--- src/pkg/cmp_skip_branch_pkg.sv ---
package cmp_skip_branch_pkg;

  localparam int DATA_W     = 8;
  localparam int BYTE_MSB   = 7;
  localparam int NIBBLE_MSB = 3;
  localparam int BIT_SEL_W  = 3;

  // Bit positions inside the status_flags_register.
  localparam int FLAG_C = 0;
  localparam int FLAG_Z = 1;
  localparam int FLAG_N = 2;
  localparam int FLAG_V = 3;
  localparam int FLAG_S = 4;
  localparam int FLAG_H = 5;
  localparam int FLAG_T = 6;
  localparam int FLAG_I = 7;

  localparam logic [7:0] STATUS_RESET = 8'h00;

  // Program counter steps, in instruction words.
  localparam int SEQ_STEP       = 1;
  localparam int SKIP_STEP_ONE  = 2;
  localparam int SKIP_STEP_TWO  = 3;
  localparam int BRANCH_BIAS    = 1;

  typedef enum logic [4:0] {
    OP_NONE,
    OP_COMPARE,
    OP_COMPARE_CARRY,
    OP_COMPARE_IMM,
    OP_SKIP_REG_BIT_CLEAR,
    OP_SKIP_REG_BIT_SET,
    OP_SKIP_IO_BIT_CLEAR,
    OP_SKIP_IO_BIT_SET,
    OP_BRANCH_FLAG_SET,
    OP_BRANCH_FLAG_CLEAR,
    OP_BRANCH_EQUAL,
    OP_BRANCH_NOT_EQUAL,
    OP_BRANCH_CARRY_SET,
    OP_BRANCH_CARRY_CLEAR,
    OP_BRANCH_SAME_OR_HIGHER,
    OP_BRANCH_LOWER,
    OP_BRANCH_MINUS,
    OP_BRANCH_PLUS,
    OP_BRANCH_GREATER_EQUAL_SIGNED,
    OP_BRANCH_LESS_SIGNED
  } exec_op_t;

endpackage : cmp_skip_branch_pkg

--- src/verilog/cmp_flag_calc.sv ---
`timescale 1ns/100ps
module cmp_flag_calc (
  input  wire logic [7:0] minuend,
  input  wire logic [7:0] subtrahend,
  input  wire logic       borrow_in,
  input  wire logic       chain_zero,
  input  wire logic       zero_in,
  output logic            flag_c,
  output logic            flag_z,
  output logic            flag_n,
  output logic            flag_v,
  output logic            flag_s,
  output logic            flag_h
);

  localparam int MSB = cmp_skip_branch_pkg::BYTE_MSB;
  localparam int NSB = cmp_skip_branch_pkg::NIBBLE_MSB;

  logic [8:0] diff;
  logic [4:0] nib_diff;

  assign diff     = {1'b0, minuend} - {1'b0, subtrahend} - {8'h00, borrow_in};
  assign nib_diff = {1'b0, minuend[NSB:0]} - {1'b0, subtrahend[NSB:0]} - {4'h0, borrow_in};

  assign flag_c = diff[MSB+1];
  assign flag_h = nib_diff[NSB+1];
  assign flag_n = diff[MSB];
  assign flag_v = (minuend[MSB] ^ subtrahend[MSB]) & (minuend[MSB] ^ diff[MSB]);
  assign flag_s = flag_n ^ flag_v;
  // A chained compare only keeps zero when every earlier byte was also equal.
  assign flag_z = (diff[MSB:0] == 8'h00) & (chain_zero ? zero_in : 1'b1);

endmodule : cmp_flag_calc

--- src/verilog/branch_cond_eval.sv ---
`timescale 1ns/100ps
module branch_cond_eval (
  input  wire cmp_skip_branch_pkg::exec_op_t op,
  input  wire logic [2:0]                    bit_sel,
  input  wire logic [7:0]                    status,
  output logic                               is_branch,
  output logic                               take
);

  logic       want_one;
  logic       use_signed;
  logic [2:0] sel;
  logic       cond_bit;

  always_comb begin
    is_branch  = 1'b1;
    want_one   = 1'b1;
    use_signed = 1'b0;
    sel        = 3'(cmp_skip_branch_pkg::FLAG_Z);
    case (op)
      cmp_skip_branch_pkg::OP_BRANCH_FLAG_SET: begin
        sel = bit_sel;
      end
      cmp_skip_branch_pkg::OP_BRANCH_FLAG_CLEAR: begin
        sel      = bit_sel;
        want_one = 1'b0;
      end
      cmp_skip_branch_pkg::OP_BRANCH_EQUAL: begin
        sel = 3'(cmp_skip_branch_pkg::FLAG_Z);
      end
      cmp_skip_branch_pkg::OP_BRANCH_NOT_EQUAL: begin
        sel      = 3'(cmp_skip_branch_pkg::FLAG_Z);
        want_one = 1'b0;
      end
      cmp_skip_branch_pkg::OP_BRANCH_CARRY_SET,
      cmp_skip_branch_pkg::OP_BRANCH_LOWER: begin
        sel = 3'(cmp_skip_branch_pkg::FLAG_C);
      end
      cmp_skip_branch_pkg::OP_BRANCH_CARRY_CLEAR,
      cmp_skip_branch_pkg::OP_BRANCH_SAME_OR_HIGHER: begin
        sel      = 3'(cmp_skip_branch_pkg::FLAG_C);
        want_one = 1'b0;
      end
      cmp_skip_branch_pkg::OP_BRANCH_MINUS: begin
        sel = 3'(cmp_skip_branch_pkg::FLAG_N);
      end
      cmp_skip_branch_pkg::OP_BRANCH_PLUS: begin
        sel      = 3'(cmp_skip_branch_pkg::FLAG_N);
        want_one = 1'b0;
      end
      cmp_skip_branch_pkg::OP_BRANCH_GREATER_EQUAL_SIGNED: begin
        use_signed = 1'b1;
        want_one   = 1'b0;
      end
      cmp_skip_branch_pkg::OP_BRANCH_LESS_SIGNED: begin
        use_signed = 1'b1;
      end
      default: begin
        is_branch = 1'b0;
      end
    endcase
  end

  // Signed order comes from negative xor overflow, so a stale sign flag cannot mislead it.
  assign cond_bit = use_signed ? (status[cmp_skip_branch_pkg::FLAG_N] ^
                                  status[cmp_skip_branch_pkg::FLAG_V]) : status[sel];
  assign take     = is_branch & (cond_bit == want_one);

endmodule : branch_cond_eval

--- src/verilog/compare_skip_branch_exec.sv ---
`timescale 1ns/100ps
// Notes on behaviour
// - Plain compare subtracts source from destination register, flags only.
// - Compare with carry subtracts source and carry from destination, flags only.
// - Compare immediate subtracts the instruction constant from destination, flags only.
// - Compares update Z, N, V, S, C, H; skips and branches change no flag.
// - Skip when the chosen working register bit is clear, stepping two or three.
// - Skip when the chosen working register bit is set, stepping two or three.
// - Skip when the chosen I/O register bit is clear, stepping two or three.
// - Skip when the chosen I/O register bit is set, stepping two or three.
// - Branch on chosen status bit set: PC becomes PC plus offset plus one.
// - Branch on chosen status bit clear: PC becomes PC plus offset plus one.
// - Branch when the last compare found operands unequal, else continue.
// - Branch when carry is one, else continue.
// - Branch when carry is zero, else continue.
// - Unsigned same-or-higher branch taken when carry is zero.
// - Unsigned lower branch taken when carry is one.
// - Branch when negative flag is one.
// - Branch when negative flag is zero.
// - Signed greater-or-equal branch taken when destination not below source.
// - Signed less-than branch taken when destination below source.
module compare_skip_branch_exec #(
  parameter int PC_W  = 16,
  parameter int OFS_W = 7
) (
  input  wire logic                          clk_sys,
  input  wire logic                          rst,
  input  wire logic                          req_valid,
  input  wire cmp_skip_branch_pkg::exec_op_t req_op,
  input  wire logic [PC_W-1:0]               req_pc,
  input  wire logic [7:0]                    req_dst_val,
  input  wire logic [7:0]                    src_work_reg,
  input  wire logic [7:0]                    req_imm,
  input  wire logic [7:0]                    req_io_val,
  input  wire logic [2:0]                    req_bit_sel,
  input  wire logic [OFS_W-1:0]              req_offset,
  input  wire logic [7:0]                    status_in,
  input  wire logic                          next_len_valid,
  input  wire logic                          next_two_word,
  output logic                               ready_q,
  output logic                               done_q,
  output logic [PC_W-1:0]                    pc_q,
  output logic                               pc_jump_q,
  output logic                               skip_taken_q,
  output logic                               branch_taken_q,
  output logic [7:0]                         status_q,
  output logic                               status_we_q
);

  if (PC_W < 2 || PC_W > 32) begin : g_bad_pc_width
    $error("PC_W must lie between 2 and 32");
  end
  if (OFS_W < 1 || OFS_W >= PC_W) begin : g_bad_offset_width
    $error("OFS_W must be at least 1 and below PC_W");
  end

  typedef enum logic [0:0] {
    ST_READY,
    ST_WAIT_LEN
  } exec_state_t;

  localparam logic [PC_W-1:0] STEP_SEQ  = PC_W'(cmp_skip_branch_pkg::SEQ_STEP);
  localparam logic [PC_W-1:0] STEP_ONE  = PC_W'(cmp_skip_branch_pkg::SKIP_STEP_ONE);
  localparam logic [PC_W-1:0] STEP_TWO  = PC_W'(cmp_skip_branch_pkg::SKIP_STEP_TWO);
  localparam logic [PC_W-1:0] BR_BIAS   = PC_W'(cmp_skip_branch_pkg::BRANCH_BIAS);
  localparam logic [PC_W-1:0] PC_RESET  = '0;

  exec_state_t       state_q;
  exec_state_t       state_d;
  logic [PC_W-1:0]   pend_pc_q;

  logic              accept;
  logic [7:0]        status_eff;
  logic              is_cmp;
  logic              is_skip;
  logic              skip_reg;
  logic              skip_on_set;
  logic              test_bit;
  logic              skip_hit;
  logic [7:0]        subtrahend;
  logic              borrow_in;
  logic              chain;
  logic              f_c;
  logic              f_z;
  logic              f_n;
  logic              f_v;
  logic              f_s;
  logic              f_h;
  logic [7:0]        cmp_status;
  logic              is_branch;
  logic              br_take;
  logic [PC_W-1:0]   offset_ext;
  logic [PC_W-1:0]   pc_seq;
  logic [PC_W-1:0]   pc_branch;
  logic [PC_W-1:0]   pc_skip_now;
  logic [PC_W-1:0]   pc_skip_late;
  logic              skip_waits;

  assign accept = req_valid & ready_q;

  // The outer status register only catches the written flags after done_q,
  // so a dependent instruction accepted in that cycle reads the fresh copy.
  assign status_eff = status_we_q ? status_q : status_in;

  // Compare operand selection.
  always_comb begin
    is_cmp     = 1'b1;
    subtrahend = src_work_reg;
    borrow_in  = 1'b0;
    chain      = 1'b0;
    case (req_op)
      cmp_skip_branch_pkg::OP_COMPARE: begin
        subtrahend = src_work_reg;
      end
      cmp_skip_branch_pkg::OP_COMPARE_CARRY: begin
        subtrahend = src_work_reg;
        borrow_in  = status_eff[cmp_skip_branch_pkg::FLAG_C];
        chain      = 1'b1;
      end
      cmp_skip_branch_pkg::OP_COMPARE_IMM: begin
        subtrahend = req_imm;
      end
      default: begin
        is_cmp = 1'b0;
      end
    endcase
  end

  cmp_flag_calc u_flags (
    .minuend    (req_dst_val),
    .subtrahend (subtrahend),
    .borrow_in  (borrow_in),
    .chain_zero (chain),
    .zero_in    (status_eff[cmp_skip_branch_pkg::FLAG_Z]),
    .flag_c     (f_c),
    .flag_z     (f_z),
    .flag_n     (f_n),
    .flag_v     (f_v),
    .flag_s     (f_s),
    .flag_h     (f_h)
  );

  // The difference itself goes nowhere; only the flags leave this block.
  always_comb begin
    cmp_status                              = status_eff;
    cmp_status[cmp_skip_branch_pkg::FLAG_C] = f_c;
    cmp_status[cmp_skip_branch_pkg::FLAG_Z] = f_z;
    cmp_status[cmp_skip_branch_pkg::FLAG_N] = f_n;
    cmp_status[cmp_skip_branch_pkg::FLAG_V] = f_v;
    cmp_status[cmp_skip_branch_pkg::FLAG_S] = f_s;
    cmp_status[cmp_skip_branch_pkg::FLAG_H] = f_h;
  end

  // Skip selection.
  always_comb begin
    is_skip     = 1'b1;
    skip_reg    = 1'b1;
    skip_on_set = 1'b0;
    case (req_op)
      cmp_skip_branch_pkg::OP_SKIP_REG_BIT_CLEAR: begin
        skip_reg = 1'b1;
      end
      cmp_skip_branch_pkg::OP_SKIP_REG_BIT_SET: begin
        skip_on_set = 1'b1;
      end
      cmp_skip_branch_pkg::OP_SKIP_IO_BIT_CLEAR: begin
        skip_reg = 1'b0;
      end
      cmp_skip_branch_pkg::OP_SKIP_IO_BIT_SET: begin
        skip_reg    = 1'b0;
        skip_on_set = 1'b1;
      end
      default: begin
        is_skip = 1'b0;
      end
    endcase
  end

  assign test_bit   = skip_reg ? src_work_reg[req_bit_sel] : req_io_val[req_bit_sel];
  assign skip_hit   = is_skip & (test_bit == skip_on_set);
  // A hit must know whether the instruction it jumps over is one or two words.
  assign skip_waits = skip_hit & ~next_len_valid;

  branch_cond_eval u_cond (
    .op        (req_op),
    .bit_sel   (req_bit_sel),
    .status    (status_eff),
    .is_branch (is_branch),
    .take      (br_take)
  );

  assign offset_ext   = {{(PC_W-OFS_W){req_offset[OFS_W-1]}}, req_offset};
  assign pc_seq       = req_pc + STEP_SEQ;
  assign pc_branch    = req_pc + offset_ext + BR_BIAS;
  assign pc_skip_now  = req_pc + (next_two_word ? STEP_TWO : STEP_ONE);
  assign pc_skip_late = pend_pc_q + (next_two_word ? STEP_TWO : STEP_ONE);

  always_comb begin
    state_d = state_q;
    case (state_q)
      ST_READY: begin
        if (accept && skip_waits) begin
          state_d = ST_WAIT_LEN;
        end
      end
      ST_WAIT_LEN: begin
        if (next_len_valid) begin
          state_d = ST_READY;
        end
      end
      default: begin
        state_d = ST_READY;
      end
    endcase
  end

  always_ff @(posedge clk_sys) begin
    if (rst) begin
      state_q <= ST_READY;
      ready_q <= 1'b0;
    end else begin
      state_q <= state_d;
      ready_q <= (state_d == ST_READY);
    end
  end

  always_ff @(posedge clk_sys) begin
    if (rst) begin
      pend_pc_q <= PC_RESET;
    end else if (accept && skip_waits) begin
      pend_pc_q <= req_pc;
    end
  end

  // Program counter answer, one cycle after the request or the late length.
  always_ff @(posedge clk_sys) begin
    if (rst) begin
      done_q         <= 1'b0;
      pc_q           <= PC_RESET;
      pc_jump_q      <= 1'b0;
      skip_taken_q   <= 1'b0;
      branch_taken_q <= 1'b0;
    end else if (state_q == ST_WAIT_LEN) begin
      done_q         <= next_len_valid;
      skip_taken_q   <= next_len_valid;
      pc_jump_q      <= next_len_valid;
      branch_taken_q <= 1'b0;
      if (next_len_valid) begin
        pc_q <= pc_skip_late;
      end
    end else begin
      done_q         <= accept & ~skip_waits;
      skip_taken_q   <= accept & skip_hit & ~skip_waits;
      branch_taken_q <= accept & br_take;
      pc_jump_q      <= accept & ((skip_hit & ~skip_waits) | br_take);
      // A skip that still waits for the next length keeps pc_q until its late answer.
      if (accept && !skip_waits) begin
        if (skip_hit) begin
          pc_q <= pc_skip_now;
        end else if (br_take) begin
          pc_q <= pc_branch;
        end else begin
          pc_q <= pc_seq;
        end
      end
    end
  end

  // Skips and branches never raise the write strobe, so the flags stay as they were.
  always_ff @(posedge clk_sys) begin
    if (rst) begin
      status_q    <= cmp_skip_branch_pkg::STATUS_RESET;
      status_we_q <= 1'b0;
    end else begin
      status_we_q <= accept & is_cmp;
      if (accept && is_cmp) begin
        status_q <= cmp_status;
      end
    end
  end

endmodule : compare_skip_branch_exec

--- config.mk ---
export PLATFORM = sky130hd
export DESIGN_NAME = compare_skip_branch_exec
export DESIGN_NICKNAME = d
export VERILOG_FILES = /design/src/pkg/cmp_skip_branch_pkg.sv /design/src/verilog/cmp_flag_calc.sv /design/src/verilog/branch_cond_eval.sv /design/src/verilog/compare_skip_branch_exec.sv
export SDC_FILE = /design/constraint.sdc
export NUM_CORES = 1
export LEC_CHECK = 0
export ABC_AREA = 1
export CORE_MARGIN = 4
export CORE_UTILIZATION = 49
export DETAILED_ROUTE_END_ITERATION = 10
export DONT_BUFFER_PORTS = 1
export PLACE_DENSITY_LB_ADDON = 0.05
export SLEW_MARGIN = 40
export SYNTH_ARGS = -nofsm -noshare
export SYNTH_HDL_FRONTEND = slang
export SYNTH_SLANG_ARGS = --single-unit
--- constraint.sdc ---
create_clock -name clk_sys -period 3.88 [get_ports clk_sys]
set_input_delay 0.388 -clock clk_sys [delete_from_list [all_inputs] [get_ports clk_sys]]
set_output_delay 0.388 -clock clk_sys [all_outputs]
set_load 0.01 [all_outputs]
=== Yosys cells after proc, flatten, opt, wreduce, memory -nomap -nowiden ===
Cells that the tools add are included.

* Reductions and logical operators: 18
* Multiplexer cells: 32
* $mul: 0
* Eq/ne operators: 22
* Bitwise logic cells: 22
* Add/subtract/negate cells: 9
* Shift operators: 0
* Order comparisons: 2
* Div/mod/pow operators: 0

{| class="wikitable"
|+ Operators by type and width
! cell !! count
|-
| 16-bit two-way mux || 5
|-
| 5-bit by 4-bit == test with 1-bit output (second input constant) || 8
|-
| 16-bit by 1-bit adder with 16-bit output (second input constant) || 2
|-
| 16-bit adder || 2
|-
| 5-bit by 3-bit == test with 1-bit output (second input constant) || 4
|-
| 5-bit == test (second input constant) || 4
|-
| 1-bit two-way mux || 20
|-
| 16-bit by 2-bit adder with 16-bit output || 1
|-
| 8-bit two-way mux || 2
|-
| 1-bit AND || 13
|-
| 12-bit OR reduction || 1
|-
| 2-bit OR reduction || 6
|-
| 5-bit by 2-bit == test with 1-bit output (second input constant) || 2
|-
| 1-bit binary-select mux with 3-bit select || 3
|-
| 3-bit case mux with 3 select lines || 1
|-
| 8-bit by 8-bit subtractor with 9-bit output || 1
|-
| 9-bit by 1-bit subtractor with 9-bit output || 1
|-
| 8-bit logical NOT || 1
|-
| 3-bit by 4-bit < comparator with 1-bit output (second input constant) || 2
|-
| 4-bit OR reduction || 2
|-
| 6-bit OR reduction || 1
|-
| 5-bit by 1-bit == test with 1-bit output (second input constant) || 1
|-
| 4-bit by 4-bit subtractor with 5-bit output || 1
|-
| 5-bit by 1-bit subtractor with 5-bit output || 1
|-
| other kinds (11) || 20
|}

* Output and inout bits: 30
* Word-level logic and storage cells: 115
* Register bits: 47
* Memory bits (writable): 0
* Input port bits: 76
* Bits in latches: 0
* Bits in read-only memories: 0
* Memories: 0

=== Logic depth before layout (Yosys ltp) ===
* Depth after elaboration: 12
* Mapped depth: 21

=== Modules after synthesis ===
Synthesis repeated with hierarchy kept, for this count alone.

* Cell total of the unflattened synthesis: 877
* Area, all modules: 5275.1 um^2

{| class="wikitable"
|+ Modules (own cells, without submodules)
! module !! instances !! cells an instance !! area an instance (um^2)
|-
| compare_skip_branch_exec || 1 || 688 || 4249.1
|-
| cmp_flag_calc || 1 || 125 || 689.4
|-
| branch_cond_eval || 1 || 64 || 336.6
|}

=== Least setup slack after synthesis ===
OpenSTA, ideal clock, no wires.

* Path type: in2reg
* Start point: input port req_op[3]
* End point: register status_q[3]
* Data required time: 3748 ps
* Arrival time: 2949 ps
* Stages on the path: 19
* Path slack: 798 ps
* Path through: nor2_1 inv_1 nor2_1 nand2_1 clkbuf_1 nor2_1 a21oi_1 fa_1 inv_1 ha_1 a21oi_1 o21ai_0 a21oi_1 o21ai_0 xnor2_1 xor2_1 nor2_1 nand2_1 a21oi_1

* Word-level cells in the longest chain between the ends: 6
* Elaborated cells on any way between the ends: 13
* Those cells by class: 2 x add/sub; 3 x eq/ne; 3 x mux; 3 x bitwise; 2 x reduce/logical

{| class="wikitable"
|+ Ends and longest elaborated chain
! item !! line !! RTL
|-
| start, declared || compare_skip_branch_exec.sv:29 || <nowiki>input wire cmp_skip_branch_pkg::exec_op_t req_op,</nowiki>
|-
| 5-bit by 2-bit == test with 1-bit output || compare_skip_branch_exec.sv:111 || <nowiki>case (req_op)</nowiki>
|-
| 8-bit two-way mux || compare_skip_branch_exec.sv:111 ||
|-
| 8-bit by 8-bit subtractor with 9-bit output || cmp_flag_calc.sv:22 || <nowiki>assign diff = {1'b0, minuend} - {1'b0, subtrahend} - {8'h00, borrow_in};</nowiki>
|-
| 9-bit by 1-bit subtractor with 9-bit output || cmp_flag_calc.sv:22 ||
|-
| 1-bit XOR || cmp_flag_calc.sv:28 || <nowiki>assign flag_v = (minuend[MSB] ^ subtrahend[MSB]) & (minuend[MSB] ^ diff[MSB]);</nowiki>
|-
| 1-bit AND || cmp_flag_calc.sv:28 ||
|-
| end signal, assigned || compare_skip_branch_exec.sv:272 || <nowiki>status_q <= cmp_skip_branch_pkg::STATUS_RESET;</nowiki>
|-
| end signal, assigned || compare_skip_branch_exec.sv:277 || <nowiki>status_q <= cmp_status;</nowiki>
|-
| end, declared || compare_skip_branch_exec.sv:46 || <nowiki>output logic [7:0] status_q,</nowiki>
|}

Parallel ways exist; a longest one is shown, timed or not.
A chain may end at the register's enable or synchronous reset.

=== Worst setup path in the final report ===
Same ends and word-level chain as after synthesis.

==> impl_metrics.yaml <==
floorplanning:
  die_width_um: 107
  coreArea_sq_um: 9370
  die_y_um: 107
  die_area_sq_um: 11400
  start_util_pct: 51.1
  row_count: 35
  io_pins: 106
yosys:
  synthMuxAreaShare_pct: 1.39
  syn-num-nets: 854
  synthSimpleGateAreaFrac_pct: 27.3
  syn-cell-area_sq_um: 4790
  synthAdderAreaFrac_pct: 10.1
  synth_top_family_by_area: "simple AND/OR/NAND/NOR gates"
  synthCells: 741
  ys_ff_latch: 47
  ys_types: 45
  avgSynthCellArea_sq_um: 6.46
  synthXorXnorAreaFrac_pct: 9.88
  ys_warn_count: 0
  ys_seq_area_share_pct: 19.7
  synth-compound-area-share_pct: 19.7
layout:
  nFillCells: 1023
  post-route-cell-area_sq_um: 4930
  insertedDiodeCount: 0
  final_core_utilization_pct: 52.6
  instances_no_fill: 859
  multi_input_area_sq_um: 3270
  area_growth_pct: 2.90
  regArea_sq_um: 941
  drive_gt1_share_pct: 5.89
  fin_nets: 843
power_and_ir_drop:
  power.switching_uw: 447
  vdd_drop_max_mv: 0.182
  p_sw_share_pct: 35.8
  clock_power_share_pct: 23.7
  p_comb_share_pct: 34.8
  total_leakage_power_uw: 0.00222
  p_int_uw: 802
  power_density_nw_per_um2: 254
  p_seq_share_pct: 41.5
clocking:
  cts_buffer_depth: 2
  cts_buffers: 5
  clk_pin_slew_ns: 0.08
  cts_htree_levels: 2
  ctsHoldBuffers: 0
  post_cts_resized: 0
  clock_latency_ns: 0.30
  cts_sinks: 47
  cts_tree: "built"
  cts_setup_buffers: 0
  cts-root-buf: "clkbuf_8"
critical_path:
  worstReg2RegEnd: "status_q[3]"
  worstSetupPathType: "primary input to flop"
  cp.required_ns: 4.11
  reg2reg_from: "status_we_q"
  arrival_ns: 3.39
  reg2reg_depth: 15
  end_kind: "flop"
  crit_fanout: 11
  r2r_slack_ns: 0.80
  start_kind: "primary input"
routing:
  wl_per_cell_um: 15.5
  via_per_inst: 5.56
  routed_wl_mm: 13.3
  drtPass1Iterations: 5
  route.detailed.drc: 0
  vias: 4773
  drt.antenna.violating_nets: 0
  drtIter0Drc: 416
sta:
  hold_viol_final: 0
  finalCritPeriodShare_pct: 81.5
  finalCriticalPeriod_ns: 3.16
  worst_pin_slew_ns: 0.486
  max_clock_freq_mhz: 316
  drv_slew: 0
  max-slew-margin-rel_pct: 67.6
  finClkSkew_ns: 0.00852
  rsz0062_at_grt: "false"
  final.setup.tns_ns: 0
  setup_viol: 0
run_status:
  status: "complete, no violations"
hold_path:
  hold_depth: 1
  min_path_type: "primary input to flop"
  hold_path.startpoint: "rst"
  min_to: "pc_q[10]"
grt:
  grt_overflow_total: 0
  grt_pass1_vias: 4260
  antenna_found_initial: 0
  grt_pass1_wl_mm: 21.7
  grt_usage_pct: 23.2
  grt_max_degree: 35
place:
  place_area_sq_um: 4840
  placedCellCount: 852
  gp_congestion: 0.929
  hpwl_mm: 11.0
  io_buffer_count: 0
flow_run:
  drv_cap: 0
## sequential cells by signal (all words and copies together), names as in the netlist
| signal | cells |
|---|---|
| pc_jump_q | 1 |
| ready_q | 1 |
| status_q | 8 |
| status_we_q | 1 |
| branch_taken_q | 1 |
| done_q | 1 |
| state_q | 1 |
| pc_q | 16 |
| pend_pc_q | 16 |
| skip_taken_q | 1 |
## metrics by stage
stage	total power, uW	setup slack (ns)	hold slack, ns
2_1_floorplan	874	0.798	0.427
3_3_place_gp	950	0.555	0.440
3_5_place_dp	960	0.423	0.443
4_1_cts	1250	0.722	0.143
5_1_grt	1340	0.378	0.135
6_report	1250	0.719	0.149
## cells by family after synthesis
family,count (synthesis)
muxes,6
DFF,47
xor gates and xnor gates,54
and+or+nand+nor,283
AOI/OAI and AO/OA,178
buffers and inverters,136
adders and majority gates,37
## worst max-delay path by stage
stage                     startpoint     endpoint  slack [ns]
final                      req_op[3]  status_q[3]        0.72
after CTS                  req_op[3]  status_q[3]        0.72
after global routing       req_op[3]  status_q[3]        0.38
after global placement     req_op[3]  status_q[3]        0.55
after detailed placement   req_op[3]  status_q[3]        0.42
after floorplan            req_op[3]  status_q[3]        0.80
## power groups by stage
stage	sequential (uW)	clock (uW)	combinational, uW
floorplan	527	0	347
global placement	530	0	419
detailed placement	531	0	429
CTS	519	302	431
global route	521	320	497
finish	519	296	434
## routing by layer
metal | share of wire, % | wire length, um | global-route usage (%) | vias to the layer above
met5 | 0 | 0 | 0 | -
met1 | 49 | 6520 | 34.7 | 2167
met3 | 7.7 | 1020 | 3.97 | 14
met2 | 42 | 5600 | 34.8 | 166
li1 | - | - | - | 2426
met4 | 1.3 | 173 | 5.11 | 0
## cell usage after synthesis, drive strengths merged
cell type | n | area share [%]
nand2 | 123 | 10
inv | 113 | 8.9
o31ai | 2 | 0.31
nor2 | 60 | 4.9
nor4 | 4 | 0.65
or2 | 5 | 0.65
a21boi | 2 | 0.31
buf | 12 | 2.2
nor3 | 15 | 1.7
o22ai | 1 | 0.13
o21ai | 76 | 7.9
a31oi | 5 | 0.65
o21a | 2 | 0.31
mux2i | 1 | 0.21
mux2 | 5 | 1.2
nor3b | 1 | 0.16
o21bai | 3 | 0.47
xor2 | 46 | 8.4
nand3 | 62 | 7.1
xnor2 | 8 | 1.5
fa | 3 | 1.3
nand3b | 2 | 0.31
a21oi | 80 | 8.4
a21o | 1 | 0.16
nand4 | 11 | 1.4
dfxtp | 47 | 20
a211oi | 3 | 0.47
a2111o | 1 | 0.24
clkbuf | 11 | 0.86
o211ai | 2 | 0.31
ha | 34 | 8.9
## placed cells by master (no fill, tap or decap), types with 2 or more instances in the layout
| cell type | count |
|---|---|
| o211ai_1 | 2 |
| nor2_2 | 4 |
| nand4_1 | 11 |
| nor3_1 | 14 |
| nand3_2 | 3 |
| fa_1 | 3 |
| o21bai_1 | 3 |
| inv_2 | 6 |
| or2_2 | 4 |
| nor2_1 | 56 |
| dfxtp_1 | 47 |
| nand3b_1 | 2 |
| xnor2_1 | 8 |
| ha_1 | 34 |
| nand2_2 | 2 |
| nand2_1 | 118 |
| o21ai_1 | 15 |
| xor2_1 | 46 |
| o21a_1 | 2 |
| a21oi_1 | 80 |
| mux2_2 | 5 |
| buf_4 | 5 |
| o21ai_0 | 61 |
| nand2_4 | 2 |
| clkbuf_8 | 6 |
| nand3_1 | 58 |
| nor4_1 | 3 |
| inv_1 | 106 |
| a21boi_0 | 2 |
| a31oi_1 | 5 |
| o31ai_1 | 2 |
| a211oi_1 | 3 |
## worst max-delay path, cell delays in order
cell and delay [ns]:
nor2_1 0.15, inv_1 0.09, nor2_1 0.16, nand2_1 0.26, nor2_1 0.17, a21oi_1 0.07, fa_1 0.45, inv_1 0.08
ha_1 0.24, a21oi_1 0.23, o21ai_0 0.12, a21oi_1 0.13, o21ai_0 0.11, xnor2_1 0.36, xor2_1 0.11, nor2_1 0.10
nand2_1 0.05, a21oi_1 0.11
## layout make-up
| type | instances | share of cell area [%] |
|---|---|---|
| clock buffers | 6 | 1.68 |
| clock inverters | 1 | 0.102 |
| inverters | 113 | 8.66 |
| multi-input cells | 558 | 66.4 |
| flip-flops and latches | 47 | 19.1 |
| well taps | 129 | 3.28 |
| repair buffers | 5 | 0.762 |
Power figures use the tool's default switching activity.
